[src/verilog/simc_pkg.sv]
package simc_pkg;

   // register addresses on the serial interface
   localparam logic [5:0]  ADDR_STATUS       = 6'h00;
   localparam logic [5:0]  ADDR_IFOPT        = 6'h02;
   localparam logic [5:0]  ADDR_CHECKSUM     = 6'h03;
   localparam logic [5:0]  ADDR_RESULT       = 6'h04;

   // interface_options_config field positions
   localparam int          BIT_ALTERNATE_SYNC_ENABLE      = 12;
   localparam int          BIT_DRIVE_BOOST   = 11;
   localparam int          BIT_ABSORB_DELAY  = 10;
   localparam int          BIT_HOLD_LAST     = 8;
   localparam int          BIT_CONT_READ     = 7;
   localparam int          BIT_STAT_APPEND   = 6;
   localparam int          BIT_CHECKSUM_EN   = 5;
   localparam logic [15:0] IFOPT_RESET       = 16'h0000;
   localparam logic [15:0] IFOPT_WR_MASK     = 16'h1DE0;

   // command byte layout
   localparam int          CMD_RD_BIT        = 6;
   localparam logic [7:0]  CMD_EXIT_CONT     = 8'h44;

   // status byte position of the register error flag
   localparam int          STAT_REG_ERR_BIT  = 6;

   // frame lengths in bits
   localparam logic [5:0]  LEN_CMD           = 6'h08;
   localparam logic [5:0]  LEN_STATUS        = 6'h08;
   localparam logic [5:0]  LEN_IFOPT         = 6'h10;
   localparam logic [5:0]  LEN_WORD24        = 6'h18;
   localparam logic [5:0]  LEN_WORD32        = 6'h20;

   // monitored register set
   localparam int          MON_WORDS         = 4;
   localparam int          MON_WIDTH         = 24;
   localparam logic [23:0] CHECKSUM_RESET    = 24'h000000;

   typedef struct packed {
      logic alternate_sync_enable;
      logic output_drive_boost;
      logic absorb_switch_delay;
      logic hold_last_bit;
      logic continuous_result_read;
      logic status_append;
      logic register_checksum;
   } simc_opts_t;

   typedef struct packed {
      logic cs_n;
      logic sclk;
      logic din;
   } simc_spi_in_t;

endpackage : simc_pkg
[src/verilog/simc_checker.sv]
`timescale 1ns/100ps
module simc_checker (
   // clock and reset
   input  wire logic                                                 sys_clk_i,
   input  wire logic                                                 rst_i,
   // control
   input  wire logic                                                 enable_i,
   input  wire logic [simc_pkg::MON_WORDS-1:0][simc_pkg::MON_WIDTH-1:0] mon_regs_i,
   // results
   output logic      [simc_pkg::MON_WIDTH-1:0]                       checksum_o,
   output logic                                                      reg_error_o
);
   import simc_pkg::*;

   logic [MON_WIDTH-1:0] sum;
   logic [MON_WIDTH-1:0] ref_q, ref_d;
   logic [MON_WIDTH-1:0] chk_q, chk_d;
   logic                 en_q,  en_d;
   logic                 err_q, err_d;

   always_comb begin
      sum = CHECKSUM_RESET;
      for (int i = 0; i < MON_WORDS; i++) begin
         sum = sum ^ mon_regs_i[i];
      end
      en_d  = enable_i;
      ref_d = ref_q;
      err_d = err_q;
      chk_d = CHECKSUM_RESET;
      if (!enable_i) begin
         err_d = 1'b0;
      end else if (!en_q) begin
         ref_d = sum;
         chk_d = sum;
      end else begin
         chk_d = sum;
         if (sum != ref_q) begin
            err_d = 1'b1;
         end
      end
   end

   always_ff @(posedge sys_clk_i) begin
      if (rst_i) begin
         ref_q <= CHECKSUM_RESET;
         chk_q <= CHECKSUM_RESET;
         en_q  <= 1'b0;
         err_q <= 1'b0;
      end else begin
         ref_q <= ref_d;
         chk_q <= chk_d;
         en_q  <= en_d;
         err_q <= err_d;
      end
   end

   assign checksum_o  = chk_q;
   assign reg_error_o = err_q;

endmodule : simc_checker

[src/verilog/simc_ifopt.sv]
`timescale 1ns/100ps
module simc_ifopt (
   // clock and reset
   input  wire logic                                                 sys_clk_i,
   input  wire logic                                                 rst_i,
   // serial pins
   input  wire simc_pkg::simc_spi_in_t                               spi_i,
   output logic                                                      spi_dout_o,
   output logic                                                      spi_dout_oe_o,
   // converter side
   input  wire logic                                                 ready_n_i,
   input  wire logic [23:0]                                          result_i,
   input  wire logic [7:0]                                           status_i,
   input  wire logic [simc_pkg::MON_WORDS-1:0][simc_pkg::MON_WIDTH-1:0] mon_regs_i,
   // options and events
   output simc_pkg::simc_opts_t                                      opts_o,
   output logic                                                      result_read_o,
   output logic                                                      reg_error_o
);
   import simc_pkg::*;

   typedef enum logic [2:0] {ST_IDLE, ST_CMD, ST_WR, ST_RD, ST_DONE, ST_HOLD} simc_state_t;

   // three-stage pin synchronisers and filtered levels
   logic [2:0]           cs_s_q, sclk_s_q, din_s_q;
   logic                 cs_f_q, cs_f_d, sclk_f_q, sclk_f_d, din_f_q, din_f_d;

   simc_state_t          st_q, st_d;
   logic [31:0]          sh_q, sh_d;
   logic [15:0]          rx_q, rx_d;
   logic [5:0]           cnt_q, cnt_d;
   logic [5:0]           len_q, len_d;
   logic [15:0]          ifm_q, ifm_d;
   logic                 dout_q, dout_d;
   logic                 oe_q, oe_d;
   logic                 rr_q, rr_d;

   logic                 cs_fall, cs_rise, sclk_fall, sclk_rise;
   logic [7:0]           rx_byte;
   logic [7:0]           stat_byte;
   logic [MON_WIDTH-1:0] checksum;
   logic                 reg_err;

   simc_checker u_checker (
      .sys_clk_i   (sys_clk_i),
      .rst_i       (rst_i),
      .enable_i    (ifm_q[BIT_CHECKSUM_EN]),
      .mon_regs_i  (mon_regs_i),
      .checksum_o  (checksum),
      .reg_error_o (reg_err)
   );

   // change counts once stages two and three agree
   always_comb begin
      cs_f_d   = (cs_s_q[1]   == cs_s_q[2])   ? cs_s_q[2]   : cs_f_q;
      sclk_f_d = (sclk_s_q[1] == sclk_s_q[2]) ? sclk_s_q[2] : sclk_f_q;
      din_f_d  = (din_s_q[1]  == din_s_q[2])  ? din_s_q[2]  : din_f_q;
   end

   always_ff @(posedge sys_clk_i) begin
      if (rst_i) begin
         cs_s_q   <= 3'h7;
         sclk_s_q <= 3'h7;
         din_s_q  <= 3'h0;
         cs_f_q   <= 1'b1;
         sclk_f_q <= 1'b1;
         din_f_q  <= 1'b0;
      end else begin
         cs_s_q   <= {cs_s_q[1:0], spi_i.cs_n};
         sclk_s_q <= {sclk_s_q[1:0], spi_i.sclk};
         din_s_q  <= {din_s_q[1:0], spi_i.din};
         cs_f_q   <= cs_f_d;
         sclk_f_q <= sclk_f_d;
         din_f_q  <= din_f_d;
      end
   end

   always_comb begin
      cs_fall   = cs_f_q & ~cs_f_d;
      cs_rise   = ~cs_f_q & cs_f_d;
      sclk_fall = sclk_f_q & ~sclk_f_d;
      sclk_rise = ~sclk_f_q & sclk_f_d;
      rx_byte   = {rx_q[6:0], din_f_d};
      stat_byte = status_i;
      stat_byte[STAT_REG_ERR_BIT] = reg_err;

      st_d   = st_q;
      sh_d   = sh_q;
      rx_d   = rx_q;
      cnt_d  = cnt_q;
      len_d  = len_q;
      ifm_d  = ifm_q;
      dout_d = dout_q;
      oe_d   = oe_q;
      rr_d   = 1'b0;

      if (cs_rise) begin
         st_d   = ST_IDLE;
         oe_d   = 1'b0;
         dout_d = 1'b0;
      end else if (cs_fall) begin
         oe_d   = 1'b1;
         dout_d = ready_n_i;
         cnt_d  = 6'h00;
         if (ifm_q[BIT_CONT_READ]) begin
            st_d = ST_RD;
            rr_d = 1'b1;
            if (ifm_q[BIT_STAT_APPEND]) begin
               sh_d  = {result_i, stat_byte};
               len_d = LEN_WORD32;
            end else begin
               sh_d  = {result_i, 8'h00};
               len_d = LEN_WORD24;
            end
         end else begin
            st_d = ST_CMD;
         end
      end else begin
         if (st_q == ST_CMD || st_q == ST_DONE) begin
            dout_d = ready_n_i;
         end
         if (sclk_fall && st_q == ST_RD) begin
            dout_d = sh_q[31];
            sh_d   = {sh_q[30:0], 1'b0};
         end
         if (sclk_rise && st_q != ST_IDLE) begin
            rx_d  = {rx_q[14:0], din_f_d};
            cnt_d = cnt_q + 6'h01;
            case (st_q)
               ST_CMD: begin
                  if (cnt_q == LEN_CMD - 6'h01) begin
                     cnt_d = 6'h00;
                     if (rx_byte[CMD_RD_BIT]) begin
                        st_d = ST_RD;
                        case (rx_byte[5:0])
                           ADDR_STATUS: begin
                              sh_d  = {stat_byte, 24'h000000};
                              len_d = LEN_STATUS;
                           end
                           ADDR_IFOPT: begin
                              sh_d  = {ifm_q, 16'h0000};
                              len_d = LEN_IFOPT;
                           end
                           ADDR_CHECKSUM: begin
                              sh_d  = {checksum, 8'h00};
                              len_d = LEN_WORD24;
                           end
                           ADDR_RESULT: begin
                              rr_d = 1'b1;
                              if (ifm_q[BIT_STAT_APPEND]) begin
                                 sh_d  = {result_i, stat_byte};
                                 len_d = LEN_WORD32;
                              end else begin
                                 sh_d  = {result_i, 8'h00};
                                 len_d = LEN_WORD24;
                              end
                           end
                           default: begin
                              sh_d  = 32'h00000000;
                              len_d = LEN_STATUS;
                           end
                        endcase
                     end else if (rx_byte[5:0] == ADDR_IFOPT) begin
                        st_d = ST_WR;
                     end else begin
                        st_d = ST_DONE;
                     end
                  end
               end
               ST_WR: begin
                  if (cnt_q == LEN_IFOPT - 6'h01) begin
                     ifm_d = {rx_q[14:0], din_f_d} & IFOPT_WR_MASK;
                     st_d  = ST_DONE;
                  end
               end
               ST_RD: begin
                  if (ifm_q[BIT_CONT_READ] && cnt_q == LEN_CMD - 6'h01 && rx_byte == CMD_EXIT_CONT) begin
                     ifm_d[BIT_CONT_READ] = 1'b0;
                  end
                  if (cnt_q == len_q - 6'h01) begin
                     if (ifm_q[BIT_HOLD_LAST]) begin
                        st_d = ST_HOLD;
                     end else begin
                        st_d   = ST_DONE;
                        dout_d = ready_n_i;
                     end
                  end
               end
               default: begin
                  cnt_d = cnt_q;
               end
            endcase
         end
      end
   end

   always_ff @(posedge sys_clk_i) begin
      if (rst_i) begin
         st_q   <= ST_IDLE;
         sh_q   <= 32'h00000000;
         rx_q   <= 16'h0000;
         cnt_q  <= 6'h00;
         len_q  <= 6'h00;
         ifm_q  <= IFOPT_RESET;
         dout_q <= 1'b0;
         oe_q   <= 1'b0;
         rr_q   <= 1'b0;
      end else begin
         st_q   <= st_d;
         sh_q   <= sh_d;
         rx_q   <= rx_d;
         cnt_q  <= cnt_d;
         len_q  <= len_d;
         ifm_q  <= ifm_d;
         dout_q <= dout_d;
         oe_q   <= oe_d;
         rr_q   <= rr_d;
      end
   end

   // options leave straight from the register bits
   assign opts_o.alternate_sync_enable  = ifm_q[BIT_ALTERNATE_SYNC_ENABLE];
   assign opts_o.output_drive_boost     = ifm_q[BIT_DRIVE_BOOST];
   assign opts_o.absorb_switch_delay    = ifm_q[BIT_ABSORB_DELAY];
   assign opts_o.hold_last_bit          = ifm_q[BIT_HOLD_LAST];
   assign opts_o.continuous_result_read = ifm_q[BIT_CONT_READ];
   assign opts_o.status_append          = ifm_q[BIT_STAT_APPEND];
   assign opts_o.register_checksum      = ifm_q[BIT_CHECKSUM_EN];
   assign spi_dout_o    = dout_q;
   assign spi_dout_oe_o = oe_q;
   assign result_read_o = rr_q;
   assign reg_error_o   = reg_err;

endmodule : simc_ifopt

[config.mk]
export PLATFORM = sky130hd
export DESIGN_NAME = simc_ifopt
export DESIGN_NICKNAME = d
export VERILOG_FILES = /design/src/verilog/simc_pkg.sv /design/src/verilog/simc_checker.sv /design/src/verilog/simc_ifopt.sv
export SDC_FILE = /design/constraint.sdc
export NUM_CORES = 1
export LEC_CHECK = 0
export BUFFER_PORTS_ARGS = -buffer_cell sky130_fd_sc_hd__buf_2
export CAP_MARGIN = 20
export CORE_MARGIN = 2
export CORE_UTILIZATION = 55
export CTS_BUF_LIST = sky130_fd_sc_hd__clkbuf_16
export DETAILED_ROUTE_END_ITERATION = 10
export PLACE_DENSITY_LB_ADDON = 0.3
export SLEW_MARGIN = 20
export SYNTH_ARGS = -nofsm -noshare
export SYNTH_HDL_FRONTEND = slang
export SYNTH_SLANG_ARGS = --single-unit
export TNS_END_PERCENT = 20
[constraint.sdc]
create_clock -name sys_clk_i -period 3.1 [get_ports sys_clk_i]
set_input_delay 0 -clock sys_clk_i [delete_from_list [all_inputs] [get_ports sys_clk_i]]
set_output_delay 0 -clock sys_clk_i [all_outputs]
set_load 0.05 [all_outputs]
==> results.py <==
metrics = {
    "yosys": {
        "yosys.area.top_type": "dfxtp_1",
        "synth-simple-area-share": 0.159,
        "syn-cell-area_um2": 6750,
        "yosysUniqueCellTypes": 64,
        "ys_top_cells_by_area": "dfxtp_1 38%, xnor2_1 10%, mux2i_1 8.3%",
        "netlist_instances": 738,
        "synth_top_family_by_area": "compound AO/OA/AOI/OAI gates",
        "async_reset_ff_frac": 0,
        "synth_ff_type": "dfxtp_1",
        "syn_avg_cell_area_um2": 9.14,
        "yosysWarnings": 0,
        "yosysSeqAreaShare": 0.380,
        "synth_nets": 876,
        "synth_xor_xnor_area_share": 0.136,
        "synth-edff-count": 0,
        "synthAdderAreaFrac": 0.0104,
        "synthMuxAreaShare": 0.101,
        "synth_compound_area_frac": 0.170,
        "synth_top_area_share": 0.380,
        "ys_ff_latch": 128,
    },
    "critical_path": {
        "crit_top_cell": "nor2_1",
        "start_kind": "flop",
        "cp.buffers_inverters": 2,
        "required_ns": 3.41,
        "cp.arrival_ns": 3.05,
        "end_kind": "flop",
        "critical_path_class": "reg -> reg",
        "cp_top_family": "simple AND/OR/NAND/NOR gates",
        "critPathMaxStageDelay_ns": 0.50,
        "critPathMaxFanout": 23,
        "path_cells": "maj3_1, inv_1, ha_1, clkinv_1, nor2_1, or2_2, nor2_1, a32o_1",
        "slowest_stage": "or2_2",
    },
    "floorplanning": {
        "num_rows": 40,
        "die-area_um2": 13200,
        "dieWidth_um": 115,
        "die_y_um": 115,
        "start_util": 0.562,
        "pin_count": 145,
        "coreArea_um2": 12000,
    },
    "final_layout": {
        "multi_input_area_um2": 3900,
        "nNetsFinal": 1026,
        "n_fill_cell": 930,
        "seq_area_um2": 2560,
        "syn_to_final_growth_pct": 24.2,
        "fin_cells": 1048,
        "antennaDiodeCount": 0,
        "drive_gt1_frac": 0.261,
    },
    "global_routing": {
        "grt_max_degree": 63,
        "overflow": 0,
        "grt_pass1_vias": 5714,
        "grt_usage": 0.264,
        "antenna_found_initial": 0,
        "grt_pass1_wl_um": 27400,
    },
    "route": {
        "vias_per_cell": 5.71,
        "drt-initial-drc-count": 443,
        "drtPass1Iterations": 6,
        "wire_per_inst_um": 16.4,
        "ant_nets": 0,
        "drc": 0,
        "dr_total_vias": 5985,
        "wl_um": 17200,
    },
    "sta": {
        "setup_slack_ns": 0.365,
        "slew_viol_final": 0,
        "finalHoldViolations": 0,
        "skew_ns": 0.00689,
        "setup_tns_ns": 0,
        "setup_violations": 0,
        "fin_crit_sh": 0.882,
        "rsz0062_at_grt": "false",
        "min_period_ns": 2.73,
        "max_freq_mhz": 366,
        "hold_ws_ns": 0.0223,
        "tightest_slew_ns": 0.923,
        "relSlewSlack": 0.385,
    },
    "place": {
        "numPortBuffers": 143,
        "dp_slack_ns": 0.422,
        "hpwlAfterDp_um": 12000,
        "gp_congestion": 0.905,
        "place_inst": 987,
    },
    "run_status": {
        "status": "complete, no violations",
    },
    "hold_path": {
        "hold_class": "in -> reg",
    },
    "clocking": {
        "htree_levels": 4,
        "cts-buffers-inserted": 17,
        "clockRootBuffer": "clkbuf_16",
        "cts_setup_buffers": 0,
        "cts_tree": "yes",
        "clock_latency_ns": 0.42,
        "cts_num_sinks": 128,
        "cts_buffer_depth": 2,
        "clk_pin_slew_ns": 0.05,
    },
    "power_and_ir_drop": {
        "ir_drop_mv": 0.404,
        "p_leak_nw": 3.50,
        "power.density_nw_per_um2": 483,
    },
    "run": {
        "maxCapViolCount": 0,
    },
}
## repair_timing
item	CTS	global route
hold endpoints to repair	29	0
hold buffers	29	0
resized for setup	0	0
## power breakdown
group          internal [W]  leakage (nW)  switching (W)  total (W)
registers           0.00166          1.03     0.00000734    0.00166
logic              0.000215          2.18       0.000221   0.000436
clock network       0.00124         0.286       0.000705    0.00195
## cell families after synthesis
group	Yosys count
AND/OR/NAND/NOR	226
flip-flops	128
XOR/XNOR	103
multiplexers	67
AO/OA/AOI/OAI	145
buffers and inverters	63
adder cells (fa/ha/maj)	6
## cells in the mapped netlist (2+ instances only)
cell type / count
a211oi_1: 29
a211oi_2: 9
a21oi_1: 18
a221oi_1: 11
a221oi_2: 9
a22o_1: 4
a31oi_1: 4
a32o_1: 4
a32oi_1: 6
and2_1: 2
and3_1: 4
buf_2: 12
buf_4: 3
buf_6: 4
clkbuf_1: 36
dfxtp_1: 128
ha_1: 4
inv_1: 6
maj3_1: 2
mux2_1: 2
mux2_2: 9
mux2i_1: 56
nand2_1: 20
nand2b_1: 3
nand3_1: 5
nand4_1: 9
nor2_1: 117
nor2b_1: 7
nor3_1: 27
nor3b_1: 4
nor4_1: 4
o21ai_0: 17
o21ai_1: 11
o21bai_1: 8
o221ai_1: 4
or2_2: 9
or3_1: 4
xnor2_1: 77
xor2_1: 25
## sequential cells by signal, indices dropped and copies added, names as in the netlist, 3 cells and up
name                  cells
sclk_s_q                  3
rx_q                     12
ifm_q                     7
st_q                      3
din_s_q                   3
u_checker.ref_q          24
cnt_q                     6
len_q                     3
sh_q                     32
cs_s_q                    3
u_checker.checksum_o     24
## worst paths after layout
kind | startpoint | endpoint | slack [ns] | depth (start not counted)
worst max-delay path | cs_f_q | sh_q[31] | 0.37 | 8
worst min-delay path | mon_regs_i[21] | u_checker.checksum_o[21] | 0.02 | 4
worst max register to register | cs_f_q | sh_q[31] | 0.37 | 8
worst min register to register | sclk_s_q[0] | sclk_s_q[1] | 0.44 | 1
## through the flow
step / area (µm²) / total power [W] / utilization
finish: 8380 / 0.00405 / 0.698
global route: 8380 / 0.00419 / 0.698
CTS: 8380 / 0.00406 / 0.698
detailed placement: 7510 / 0.00210 / 0.625
global placement: 7510 / 0.00210 / 0.625
floorplan: 6750 / 0.00195 / -
## cell type report
class	count	share of cell area
well taps	147	0.0220
clock buffers	17	0.0508
flip-flops and latches	128	0.306
repair buffers	187	0.135
multi-input cells	547	0.465
clock inverters	15	0.0182
inverters	7	0.00314
## tightest hold or removal path, stage by stage
cell and delay, ns:
buf_2 0.08, xnor2_1 0.12, xnor2_1 0.11, nor2_1 0.10
## cells in the final DEF (no fill, tap or decap), types with 5 or more instances in the layout
cell type / n
buf_2: 143
dfxtp_1: 128
nor2_1: 116
xnor2_1: 77
mux2i_1: 56
a211oi_1: 29
dlygate4sd3_1: 29
nor3_1: 27
xor2_1: 25
nand2_1: 20
a21oi_1: 18
o21ai_0: 17
clkbuf_16: 17
buf_4: 14
a221oi_1: 11
o21ai_1: 11
nand4_1: 9
or2_2: 9
mux2_2: 9
a221oi_2: 9
a211oi_2: 9
inv_1: 8
o21bai_1: 8
nor2b_1: 6
a32oi_1: 6
nand3_1: 5
clkinv_2: 5
## metal layers
metal / up-vias / routed length (µm) / GRT usage
met5: - / 0 / 0
met4: 0 / 403 / 0.117
met3: 34 / 1120 / 0.0580
met2: 251 / 8300 / 0.436
met1: 2780 / 7340 / 0.331
li1: 2920 / - / -
(Power assumes the default switching activity.)
